[config.mk]
export PLATFORM = sky130hd
export DESIGN_NAME = predriver_serial_fault_ctl
export DESIGN_NICKNAME = d
export VERILOG_FILES = /design/src/rtl/chan_fault.v /design/src/rtl/predriver_serial_fault_ctl.v /design/src/rtl/sync2.v
export VERILOG_INCLUDE_DIRS = /design/src /design/src/inc
export SDC_FILE = /design/constraint.sdc
export NUM_CORES = 1
export LEC_CHECK = 0
export ABC_AREA = 1
export BUFFER_PORTS_ARGS = -buffer_cell sky130_fd_sc_hd__buf_2
export CAP_MARGIN = 20
export CORE_MARGIN = 3
export CORE_UTILIZATION = 45
export CTS_BUF_LIST = sky130_fd_sc_hd__clkbuf_8
export DETAILED_ROUTE_END_ITERATION = 10
export GPL_ROUTABILITY_DRIVEN = 0
export PLACE_DENSITY = 0.59
export SLEW_MARGIN = 40
export SYNTH_ARGS = -nofsm -noshare
export SYNTH_HDL_FRONTEND = slang
export SYNTH_SLANG_ARGS = --single-unit
[constraint.sdc]
create_clock -name clock_in -period 3.2 [get_ports clock_in]
set_input_delay 0.64 -clock clock_in [delete_from_list [all_inputs] [get_ports clock_in]]
set_output_delay 0.64 -clock clock_in [all_outputs]
set_load 0.01 [all_outputs]
[src/inc/predriver_regs.vh]
// Constants for the four-channel predriver serial and fault control block
// Contract
// - Serial input is sampled into the shift register on each shift clock rise.
// - Command bit 1 turns a gate on, 0 turns it off.
// - Four fault bits shift out on serial output while commands shift in.
// - A shifted fault bit is 1 for fault, 0 for none.
// - With chip select high, fault bits track live fault state.
// - Chip select fall enables output, loads fault bits, refreshes fault flag.
// - Faults arising while chip select is low never enter the shift register.
// - Chip select rise latches last four bits, tri-states output, re-arms faults.
// - In a chain, shifted-in bits emerge on serial output after fault bits.
// - Each parallel input drives its gate without shift clock or chip select.
// - A channel is on when its latched command or parallel input asks.
// - Drain compare is a short fault when on, open fault when off.
// - Reference select low picks internal reference, high picks external.
// - Shutdown variant turns a confirmed shorted channel off and flags it.
// - Pulsing variant drives a shorted channel with low-duty pulses while shorted.
// - A short is flagged only after persisting for the deglitch interval.
// - Battery over or under voltage disables all channels and asserts flag.
// - Battery faults are not shifted out and suppress load-fault reporting.
// - Active-low reset clears every register and flag, gates forced off. The code resets the chip select synchroniser bit and cs_n_d_ff high instead.
// - Fault flag is open-drain real-time indication, wire-OR capable.
`ifndef PREDRIVER_REGS_VH
`define PREDRIVER_REGS_VH
`define CHAN_COUNT 4
`define FAULT_RESET 4'h0
`define CMD_RESET 4'h0
`define CLK_FREQ_HZ 20000000
`define SHORT_DEGLITCH_TIME_NS 1000
`define SHORT_DEGLITCH_CYCLES ((`SHORT_DEGLITCH_TIME_NS * (`CLK_FREQ_HZ / 1000000) + 999) / 1000)
`define PULSE_PERIOD_CYCLES 64
`define PULSE_ON_CYCLES 4
`endif

[src/rtl/chan_fault.v]
// Per-channel short deglitch, short reaction and gate drive
`include "predriver_regs.vh"
module chan_fault #(
	parameter DEGLITCH_CYCLES = `SHORT_DEGLITCH_CYCLES,
	parameter PULSE_VARIANT = 0
) (
	// Clock and reset
	input wire clock_in,
	input wire resetn_in,
	// Channel
	input wire request_in,
	input wire drain_fault_in,
	input wire battery_fault_in,
	input wire pulse_on_in,
	input wire rearm_in,
	output wire gate_out,
	output wire fault_out
);
	localparam CW = 16;
	reg [CW-1:0] glitch_cnt_ff;
	reg short_ff;
	reg open_ff;
	wire want_on = request_in & ~battery_fault_in;
	// Comparator result is checked against the requested state, so a shut channel still sees its short
	wire short_raw = want_on & drain_fault_in;
	wire open_raw = ~want_on & drain_fault_in & ~short_ff;
	always @(posedge clock_in or negedge resetn_in) begin
		if (!resetn_in) begin
			glitch_cnt_ff <= {CW{1'b0}};
			short_ff <= 1'b0;
			open_ff <= 1'b0;
		end else begin
			if (!short_raw) begin
				glitch_cnt_ff <= {CW{1'b0}};
			end else if (glitch_cnt_ff < DEGLITCH_CYCLES[CW-1:0]) begin
				glitch_cnt_ff <= glitch_cnt_ff + 16'h0001;
			end
			// Short latches until the frame end re-arms it, or in the pulsing variant until the short goes away; set wins over re-arm
			if (short_raw && glitch_cnt_ff >= DEGLITCH_CYCLES[CW-1:0] - 16'h0001) begin
				short_ff <= 1'b1;
			end else if (rearm_in || (PULSE_VARIANT != 0 && !short_raw)) begin
				short_ff <= 1'b0;
			end
			open_ff <= open_raw;
		end
	end
	// Shutdown variant drops the gate; pulsing variant chops it
	assign gate_out = want_on & (~short_ff | ((PULSE_VARIANT != 0) & pulse_on_in));
	assign fault_out = (short_ff | open_ff) & ~battery_fault_in;
endmodule

[src/rtl/predriver_serial_fault_ctl.v]
// Serial command and fault reporting core of the four-channel predriver
`include "predriver_regs.vh"
module predriver_serial_fault_ctl #(
	parameter CHANNELS = `CHAN_COUNT,
	parameter DEGLITCH_CYCLES = `SHORT_DEGLITCH_CYCLES,
	parameter PULSE_VARIANT = 0,
	parameter PULSE_PERIOD = `PULSE_PERIOD_CYCLES,
	parameter PULSE_ON = `PULSE_ON_CYCLES
) (
	// Clock and reset
	input wire clock_in,
	input wire resetn_in,
	// Serial link from controller
	input wire chip_sel_n_in,
	input wire shift_clk_in,
	input wire ser_in,
	output wire ser_out,
	output wire ser_out_oe_out,
	// Parallel control and sensing
	input wire [3:0] par_ctrl_in,
	input wire [3:0] drain_sense,
	input wire ref_source_sel,
	input wire [3:0] ext_fault_ref,
	input wire [3:0] int_fault_ref_in,
	input wire battery_over_in,
	input wire battery_under_in,
	// Outputs
	output wire [3:0] gate_out,
	output wire fault_flag_n,
	output wire fault_flag_oe_out,
	output wire [3:0] cmd_latch_out
);
	wire [9:0] async_bus;
	wire [9:0] sync_bus;
	assign async_bus = {chip_sel_n_in, shift_clk_in, ser_in, par_ctrl_in, ref_source_sel, battery_over_in,
		battery_under_in};
	// Chip select resets high in the synchroniser so reset release is not seen as a frame start
	sync2 #(.WIDTH(10), .RESET_VAL(10'h200)) u_sync (
		.clock_in(clock_in),
		.resetn_in(resetn_in),
		.async_in(async_bus),
		.sync_out(sync_bus)
	);
	wire cs_n_s = sync_bus[9];
	wire sclk_s = sync_bus[8];
	wire sdi_s = sync_bus[7];
	wire [3:0] par_s = sync_bus[6:3];
	wire ref_sel_s = sync_bus[2];
	wire batt_s = sync_bus[1] | sync_bus[0];

	// Comparator inputs are synchronised before the reference select combines them
	wire [11:0] drain_sync;
	sync2 #(.WIDTH(12)) u_sync_drain (
		.clock_in(clock_in),
		.resetn_in(resetn_in),
		.async_in({drain_sense, ext_fault_ref, int_fault_ref_in}),
		.sync_out(drain_sync)
	);
	wire [3:0] drain_cmp_s = drain_sync[11:8] & (ref_sel_s ? drain_sync[7:4] : drain_sync[3:0]);

	reg cs_n_d_ff;
	reg sclk_d_ff;
	reg [3:0] shift_ff;
	reg [3:0] cmd_ff;
	reg sdo_oe_ff;
	reg flag_ff;
	reg rearm_ff;
	reg [7:0] pulse_cnt_ff;
	wire cs_fall = cs_n_d_ff & ~cs_n_s;
	wire cs_rise = ~cs_n_d_ff & cs_n_s;
	wire sclk_rise = ~sclk_d_ff & sclk_s;
	wire [3:0] live_fault;
	wire pulse_on = (pulse_cnt_ff < PULSE_ON);

	always @(posedge clock_in or negedge resetn_in) begin
		if (!resetn_in) begin
			cs_n_d_ff <= 1'b1;
			sclk_d_ff <= 1'b0;
			shift_ff <= `FAULT_RESET;
			cmd_ff <= `CMD_RESET;
			sdo_oe_ff <= 1'b0;
			flag_ff <= 1'b0;
			rearm_ff <= 1'b0;
			pulse_cnt_ff <= 8'h00;
		end else begin
			cs_n_d_ff <= cs_n_s;
			sclk_d_ff <= sclk_s;
			rearm_ff <= cs_rise;
			pulse_cnt_ff <= (pulse_cnt_ff >= PULSE_PERIOD - 1) ? 8'h00 : pulse_cnt_ff + 8'h01;
			if (cs_n_s) begin
				// Idle: register follows live faults; chip select low freezes it
				shift_ff <= live_fault;
			end
			if (cs_fall) begin
				shift_ff <= live_fault;
				sdo_oe_ff <= 1'b1;
			end else if (!cs_n_s && sclk_rise) begin
				// Incoming bits push fault bits and upstream data out the top
				shift_ff <= {shift_ff[2:0], sdi_s};
			end
			if (cs_rise) begin
				cmd_ff <= shift_ff;
				sdo_oe_ff <= 1'b0;
			end
			flag_ff <= (|live_fault) | batt_s;
		end
	end

	genvar g;
	generate
		for (g = 0; g < 4; g = g + 1) begin : chan
			chan_fault #(
				.DEGLITCH_CYCLES(DEGLITCH_CYCLES),
				.PULSE_VARIANT(PULSE_VARIANT)
			) u_chan (
				.clock_in(clock_in),
				.resetn_in(resetn_in),
				.request_in(cmd_ff[g] | par_s[g]),
				.drain_fault_in(drain_cmp_s[g]),
				.battery_fault_in(batt_s),
				.pulse_on_in(pulse_on),
				.rearm_in(rearm_ff),
				.gate_out(gate_out[g]),
				.fault_out(live_fault[g])
			);
		end
	endgenerate

	// MSB leaves first so fault bit 3 leads and the chained data trails
	assign ser_out = shift_ff[3];
	assign ser_out_oe_out = sdo_oe_ff;
	assign fault_flag_n = 1'b0;
	assign fault_flag_oe_out = flag_ff;
	assign cmd_latch_out = cmd_ff;
endmodule

[src/rtl/sync2.v]
// Two-stage synchroniser for a bus of asynchronous inputs
module sync2 #(
	parameter WIDTH = 1,
	// Lets an active-low pin start at its idle level, so no false edge follows reset
	parameter [WIDTH-1:0] RESET_VAL = {WIDTH{1'b0}}
) (
	// Clock and reset
	input wire clock_in,
	input wire resetn_in,
	// Data
	input wire [WIDTH-1:0] async_in,
	output wire [WIDTH-1:0] sync_out
);
	reg [WIDTH-1:0] meta_ff;
	reg [WIDTH-1:0] sync_ff;
	always @(posedge clock_in or negedge resetn_in) begin
		if (!resetn_in) begin
			meta_ff <= RESET_VAL;
			sync_ff <= RESET_VAL;
		end else begin
			meta_ff <= async_in;
			sync_ff <= meta_ff;
		end
	end
	assign sync_out = sync_ff;
endmodule
==> results of run 1 <==
[logic make-up (layout without fill, tap and decap cells)]
logic type / count (synthesis) / count (layout)
and+or+nand+nor: 249 / 249
xor gates and xnor gates: 11 / 11
other: 1 / 1
adders and majority gates: 6 / 6
buffers and inverters: 87 / 147
AOI/OAI and AO/OA: 23 / 23
muxes: 1 / 1
DFF: 129 / 129
[worst max-delay path, stage by stage (launching register included)]
cell                      delay, ns
sky130_fd_sc_hd__dfrtp_1       0.39
sky130_fd_sc_hd__inv_1         0.07
sky130_fd_sc_hd__nand2_2       0.09
sky130_fd_sc_hd__nor2_1        0.19
sky130_fd_sc_hd__inv_1         0.15
sky130_fd_sc_hd__nor2_1        0.15
sky130_fd_sc_hd__buf_2         0.15
[routing by layer]
| metal | part of all wire [%] | vias to the layer above | routed length (µm) |
|---|---|---|---|
| met5 | 0 | - | 0 |
| met4 | 1.9 | 0 | 162 |
| met3 | 4.3 | 16 | 374 |
| met2 | 44 | 57 | 3860 |
| met1 | 50 | 1525 | 4310 |
| li1 | - | 1657 | - |
[state kept, by name (all words and copies together) (netlist names)]
register and flops:
chan.u_chan.glitch_cnt_ff 64, u_sync_drain.meta_ff 12, u_sync_drain.sync_out 12, u_sync.meta_ff 10, u_sync.sync_out 10, chan.u_chan.open_ff 4, chan.u_chan.short_ff 4, cmd_latch_out 4
shift_ff 4, cs_n_d_ff 1, fault_flag_oe_out 1, rearm_ff 1, sclk_d_ff 1, ser_out_oe_out 1
[path summary, 6_finish.rpt]
check	end	cells past startpoint
min	chan[1].u_chan.glitch_cnt_ff[7]	1
max in group asynchronous	cs_n_d_ff	2
min in group clock_in	u_sync.meta_ff[9]	1
max reg2reg	shift_ff[1]	8
max	gate_out[2]	6
min reg2reg	u_sync.sync_out[3]	0
[where the power goes]
part	switching (µW)	leakage (µW)	internal, µW
Combinational	106	0.00113	50.7
Clock	616	0.000215	799
Sequential	25.1	0.00167	1680
Total	747	0.00301	2530
[stage by stage]
stage	std cells	setup slack (ns)	cell area [µm²]
after global routing	707	0.759	5780
after global placement	675	1.39	5370
final	707	0.954	5780
after detailed placement	675	1.37	5370
after floorplan	507	1.58	5050
after CTS	707	0.898	5780
[final cells by class]
type / instances / area, µm²
multi-input cells: 291 / 1460
clock inverters: 13 / 145
repair buffers: 37 / 208
fillers: 1031 / 5110
inverters: 78 / 293
clock buffers: 19 / 262
well taps: 140 / 175
flip-flops and latches: 129 / 3230
[synthesized netlist by cell type]
master,number
sky130_fd_sc_hd__a21boi_0,2
sky130_fd_sc_hd__xor2_1,11
sky130_fd_sc_hd__dfstp_2,3
sky130_fd_sc_hd__conb_1,1
sky130_fd_sc_hd__nand3_2,2
sky130_fd_sc_hd__clkbuf_1,1
sky130_fd_sc_hd__buf_6,1
sky130_fd_sc_hd__buf_2,2
sky130_fd_sc_hd__and3_1,1
sky130_fd_sc_hd__nand3_4,1
sky130_fd_sc_hd__o21a_1,2
sky130_fd_sc_hd__nand2_2,4
sky130_fd_sc_hd__nor3_1,5
sky130_fd_sc_hd__buf_4,5
sky130_fd_sc_hd__inv_1,76
sky130_fd_sc_hd__ha_1,6
sky130_fd_sc_hd__nand2_1,66
sky130_fd_sc_hd__nand3_1,52
sky130_fd_sc_hd__a21oi_1,6
sky130_fd_sc_hd__o21ai_0,11
sky130_fd_sc_hd__dfrtp_1,126
sky130_fd_sc_hd__nand4_1,7
sky130_fd_sc_hd__nor2_2,2
sky130_fd_sc_hd__inv_2,2
sky130_fd_sc_hd__nor2_8,3
sky130_fd_sc_hd__or2_2,1
sky130_fd_sc_hd__nand2_4,3
sky130_fd_sc_hd__o21ai_1,1
sky130_fd_sc_hd__nor2_4,1
sky130_fd_sc_hd__mux2_2,1
sky130_fd_sc_hd__nor2_1,101
sky130_fd_sc_hd__o21ai_2,1
==> results.md, run 1 <==
Run status:
- The flow ran to the end, and the final reports show no timing, DRC or antenna violations.

Layout:
- The area overhead of the layout relative to synthesis is 14.4%.
- The most common cell after layout, fill and taps aside is sky130_fd_sc_hd__dfrtp_1.
- Cells fill 53.1% of the core in the end.
- In the final layout, the share of cells above drive strength 1 is 15.9%.
- The diode insertion count for antenna repair is 0.
- In the layout the commonest cells are sky130_fd_sc_hd__dfrtp_1 (126), sky130_fd_sc_hd__nor2_1 (101), sky130_fd_sc_hd__inv_1 (79), sky130_fd_sc_hd__nand2_1 (66), sky130_fd_sc_hd__nand3_1 (52).
- For this run, the post-layout net count is 584.

Clock network:
- The number of clock buffers inserted by TritonCTS is 17.
- The buffer depth of the longest clock path is 2.
- In this run, post-CTS hold repair placed 0 buffers.
- The library cell used as clock root buffer is sky130_fd_sc_hd__clkbuf_8.
- Clock-pin slew was measured on the worst setup and hold paths at 0.07 ns.
- Clock latency on the worst-skew pair, taken at its later pin, is 0.43 ns.
- After clock tree synthesis, the repair step resized 0 gates.
- The maximum level of the CTS H-tree is 4.
- TritonCTS built the clock tree.
- The number of setup buffers added after CTS is 0.
- The clock net in this run drives a total of 129 sinks.

Die:
- The die height is 112 µm.
- In this run the count of I/O pins placed on the die edge is 36.
- The x dimension of the die is 112 µm.
- In this run the standard cell core region covers 10900 µm².
- The floorplan has 38 rows.
- The die footprint is 12500 µm².
- The effective utilization at floorplan is 46.4%.

Setup path:
- At the worst endpoint, the required time is 2.56 ns.
- The worst setup path is captured at a primary output.
- In this run the critical register-to-register path is launched from u_sync.sync_out[9].
- The launch point of the worst path is u_sync.sync_out[1].
- The endpoint arrival time on the critical path is 1.61 ns.
- Along the worst path, the maximum fanout reaches 5.
- The critical path is of the flip-flop to primary output type.
- The setup check on the worst reg-to-reg path leaves a slack of 1.60 ns.
- The worst setup path is launched from a flip-flop.

STA:
- Setup total negative slack on the finished layout was measured at 0 ns.
- The worst hold slack across all endpoints is 0.265 ns.
- The final worst clock skew is 0.00923 ns.
- Setup violations remaining at the end of the flow were counted as 0.
- Headroom to the max-slew limit came out at 52.3%.
- After layout, the worst path uses 70.2% of the clock period.
- For the pin with the worst max-slew slack, the measured transition is 0.715 ns.
- The number of hold violations in the final report came to 0.
- Timing would allow up to 0.445 GHz.
- The minimum clock period after layout is 2.25 ns.
- Setup repair after global routing left no endpoint under its margin.
- The number of max-slew violations in the final report is 0.

Logic synthesis:
- The number of warning messages in the yosys log is 0.
- Summing the areas of all compound-gate instances in the mapped netlist gives 2.55% of the synthesized area.
- In the post-synthesis netlist, the biggest area contributors are sky130_fd_sc_hd__dfrtp_1 (62%), sky130_fd_sc_hd__nor2_1 (7.5%), sky130_fd_sc_hd__inv_1 (5.6%).
- Synthesis inferred 129 register bits.
- The top cell type's share of synthesized area is 62.4%.
- The count of distinct cell types in the synthesized netlist is 32.
- Synthesis produced a netlist with a net count of 537.
- By area, the combinational part of the netlist is dominated by simple AND/OR/NAND/NOR gates.
- Summing the areas of all xor and xnor instances in the mapped netlist gives 1.91% of the synthesized area.
- The share of cell area taken by muxes after synthesis is 0.223%.
- The adder and majority cell fraction of the synthesized area is 1.49%.
- Summed over all instances, the cell type with the most area after synthesis is sky130_fd_sc_hd__dfrtp_1.
- Sequential elements use 64.0% of the synthesized area.
- The synthesized netlist devotes 22.7% of its cell area to simple gates.
- A synthesized cell averages 9.96 µm².
- The number of standard cells after synthesis is 507.
- The mapped cell area is 5050 µm².

Min path:
- The class of the tightest hold or removal check is primary input to asynchronous set/reset pin.

Global routing:
- In the global route stage, met1 resource usage came out at 21.5%.
- The initial antenna violation count came to 0.
- The via count of the first global-routing pass is 3304.
- The wire length of the first global-routing pass is 15500 µm.
- Global routing used 15.6% of the available tracks across all layers.
- The total global routing overflow is 0.
- Entering global routing, the biggest net connects 56 pins.
- The met2 routing resource usage after global routing is 22.8%.
- The global routing stage identified its most utilized layer as met2.
- Global routing used 5.16% of the available met3 tracks.

Power and ir drop:
- The overall power of the completed layout is 3280 µW.
- The power per standard cell area is 567 nW/µm².
- For this design the static power due to leakage is 0.00301 µW.
- The worst supply voltage drop on vdd is 403 µV.

Route:
- The residual DRC count is 0.
- The total wire length after detailed routing is 8710 µm.
- The number of iterations in the first detailed-routing pass is 4.
- Dividing the detail-routed via count by the number of cells gives 4.60.
- The final routed wire length divided by cell count is 12.3 µm.
- In this run, the number of DRC markers left after iteration 0 of detailed routing was 173.
- The count of nets left with antenna violations once routing finished came out at 0.
- The routed layout has 3255 vias.

Flow run:
- The max-cap violation count is 0.

Placement:
- The sum of net half-perimeters after detailed placement is 5980 µm.
- The number of I/O port buffers is 34.
Power figures use the tool's default switching activity.
==> inputs of run 2 (changes only) <==
==> constraint.sdc (replaced) <==
create_clock -name clock_in -period 2.1 [get_ports clock_in]
set_input_delay 0.42 -clock clock_in [delete_from_list [all_inputs] [get_ports clock_in]]
set_output_delay 0.42 -clock clock_in [all_outputs]
set_load 0.01 [all_outputs]
==> run 2 against run 1 <==
Net effect:
- setup slack lost 0.86 ns
- critical path type unchanged
- worst hold slack got worse by 0.17 ns
- sequential power up 52%
- critical endpoint is now gate_out[0]
==> results.md, run 2 (synthesis gave the netlist of run 1 again) <==
Setup path:
- Among cell families on the critical path, the largest total delay comes from flip-flops.
- The worst setup path is launched from a flip-flop.
- The highest net fanout along the worst path is 5 (unchanged).
- The classification of the worst setup path is flip-flop to primary output.
- The data required time of the worst path is 1.68 ns (-0.88 ns).
- The delay contributed by the slowest stage of the critical path is 0.41 ns (+0.02 ns).
- The number of buffers and inverters on the critical path is 3 (unchanged).
- The kind of end point of the critical path is a primary output.
- The slowest stage of the critical path belongs to the cell sky130_fd_sc_hd__dfrtp_1.
- The most numerous cell on the critical path is sky130_fd_sc_hd__inv_1.
- The endpoint arrival time on the critical path is 1.58 ns (-0.03 ns).
- Traced cell by cell, the critical path runs through inv_1, nand2_2, nor2_4, inv_1, nor2_1, buf_2.

Power and ir drop:
- The power per standard cell area is 860 nW/µm² (+52%).
- The cell leakage power was 0.00301 µW (+0.12%).
- The overall power of the completed layout is 5030 µW (+53%).
- The worst supply voltage drop on vdd came to 608 µV (+51%).

Global routing:
- The via count of the first global-routing pass is 3231 (-2.2%).
- The all-layer global routing usage is 15.3% (-0.31 points).
- The total global routing overflow is 0 (unchanged).
- The wire length of the first global-routing pass is 15200 µm (-1.9%).
- The initial antenna violation count is 0 (unchanged).
- The largest net degree at the start of global routing came to 38 (-32%).

STA:
- The number of hold violations in the final report came to 0 (unchanged).
- The highest clock frequency the design can meet is 0.499 GHz.
- Setup repair after global routing could not meet its margin everywhere.
- The final worst clock skew is 0.00993 ns (+0.000702 ns).
- The minimum clock period after layout is 2.00 ns.
- The final clock period utilization by the worst path is 95.5%.
- The final setup violation count is 0 (unchanged).
- The slew at the pin closest to its max-slew limit came to 0.584 ns (-0.131 ns).
- The final worst-path setup slack came to 0.0953 ns (-0.859 ns).
- The max-slew headroom at the worst pin is 61.0% (+8.7 points).
- The number of max-slew violations in the final report came to 0 (unchanged).

Die:
- The die footprint came to 12500 µm² (unchanged).
- The core area is 10900 µm² (unchanged).
- The count of boundary I/O pins was 36 (unchanged).
- The x dimension of the die came to 112 µm (unchanged).
- The effective utilization at floorplan is 46.4% (unchanged).
- The die height is 112 µm (unchanged).
- The number of rows created at floorplan was 38 (unchanged).

Layout:
- The proportion of layout cells with a drive suffix above 1 is 17.0% (+1.2 points).
- The flip-flop count of the largest register after layout is 64 (unchanged).
- The area overhead of the layout relative to synthesis is 15.8%.
- The number of nets in the layout is 586 (+0.34%).
- The library cell used most frequently in the layout, excluding fill and tap cells, is sky130_fd_sc_hd__dfrtp_1.
- The library cells used most frequently in the layout, excluding fill and tap cells, are sky130_fd_sc_hd__dfrtp_1 (126), sky130_fd_sc_hd__nor2_1 (98), sky130_fd_sc_hd__inv_1 (76), sky130_fd_sc_hd__nand2_1 (66), sky130_fd_sc_hd__nand3_1 (52).
- The fill cell instance count of the final layout is 1040 (+0.87%).
- The diode insertion count for antenna repair came to 0 (unchanged).
- Ranked by flip-flop count, first place goes to chan.u_chan.glitch_cnt_ff.

Clock network:
- The number of clock buffers inserted by TritonCTS came to 17 (unchanged).
- The number of sinks handled by clock tree synthesis is 129 (unchanged).
- The TritonCTS clock tree is yes.
- The post-CTS repair timing setup buffer count is 0 (unchanged).
- The library cell used as clock root buffer is sky130_fd_sc_hd__clkbuf_8.
- The clock-pin transition on the worst setup and hold timing paths is 0.07 ns (about the same).
- The buffer depth of the longest clock path was 2 (unchanged).
- The latest clock arrival within the worst-skew pair is 0.43 ns (about the same).
- The maximum level of the CTS H-tree is 4 (unchanged).

Placement:
- The sum of net half-perimeters after detailed placement was 6020 µm (+0.72%).
- The number of I/O port buffers is 34 (unchanged).
- The worst-case setup slack after placement is 0.469 ns (-0.903 ns).

Run status:
- The flow ran to the end, and the final reports show no timing, DRC or antenna violations.

Min path:
- In this run the worst hold path is classified as primary input to flip-flop.

Flow run:
- The max-cap violation count is 0 (unchanged).

Route:
- The number of iterations in the first detailed-routing pass is 4 (unchanged).
- The final routed wire length divided by cell count came to 12.1 µm (-2.1%).
- The via density per instance is 4.62 (+0.36%).
- The total wire length after detailed routing came to 8550 µm (-1.8%).
- The remaining antenna violation count is 0 (unchanged).
- The residual DRC count came to 0 (unchanged).
- The first-iteration detailed-routing DRC count is 121 (-30%).
- The total via count in the routed design is 3276 (+0.65%).
run 2: worst paths after layout:
path | startpoint | endpoint | slack [ns] | cells past startpoint
max | u_sync.sync_out[1] | gate_out[0] | 0.1 | 6
min | par_ctrl_in[3] | u_sync.meta_ff[6] | 0.09 | 1
max reg2reg | u_sync.sync_out[9] | shift_ff[0] | 0.47 | 7
min reg2reg | u_sync_drain.meta_ff[9] | u_sync_drain.sync_out[9] | 0.35 | 0
max in group asynchronous | resetn_in | u_sync.meta_ff[9] | 1.00 | 3
min in group asynchronous | resetn_in | chan[1].u_chan.glitch_cnt_ff[6] | 0.48 | 2
run 2: final cells by class:
cell class	count	area, µm²	share of cell area, %
Clock buffer	19	262	4.47
Clock inverter	13	161	2.76
Inverter	78	293	5.01
Multi-Input combinational cell	291	1490	25.4
Sequential cell	129	3230	55.3
Tap cell	140	175	3.00
Timing Repair Buffer	39	238	4.07
run 2: routing by layer:
metal,routed length [µm],GRT usage (%),share of wire (%),vias up
met2,3700,21.1,43,43
met4,119,5.77,1.4,0
met5,0,0,0,-
met3,325,5.82,3.8,7
met1,4410,22.1,52,1566
li1,-,-,-,1660
run 2: per-stage QoR:
| stage | hold slack [ns] | utilization, % | instance area [µm²] | TNS (ns) | cells |
|---|---|---|---|---|---|
| 2_1_floorplan | 0.124 | - | 5050 | 0 | 507 |
| 3_3_place_gp | 0.335 | 49.5 | 5390 | 0 | 676 |
| 3_5_place_dp | 0.335 | 49.5 | 5390 | 0 | 676 |
| 4_1_cts | 0.0532 | 53.5 | 5830 | 0 | 709 |
| 5_1_grt | 0.0486 | 53.7 | 5850 | -0.0400 | 709 |
| 6_report | 0.0917 | 53.7 | 5850 | 0 | 709 |
run 2: power breakdown:
| part | internal (µW) | total [µW] | switching, µW | leakage, µW |
|---|---|---|---|---|
| Sequential | 2560 | 2600 | 42.1 | 0.00167 |
| Clock | 1230 | 2180 | 943 | 0.000204 |
| Combinational | 84.0 | 247 | 163 | 0.00114 |
| Total | 3880 | 5030 | 1150 | 0.00301 |
run 2: worst reg2reg max path, stage by stage, from the launching register on:
cell	delay [ns]
sky130_fd_sc_hd__dfstp_2	0.56
sky130_fd_sc_hd__inv_1	0.05
sky130_fd_sc_hd__ha_1	0.18
sky130_fd_sc_hd__nor2_1	0.22
sky130_fd_sc_hd__nand3_1	0.19
sky130_fd_sc_hd__inv_1	0.13
sky130_fd_sc_hd__o21ai_0	0.08
sky130_fd_sc_hd__o21a_1	0.11
run 2: repair_timing:
action,CTS,global route
hold buffers,1,0
endpoints found under the hold margin,27,0
gates resized for setup,2,4
endpoints found under the setup margin,1,3
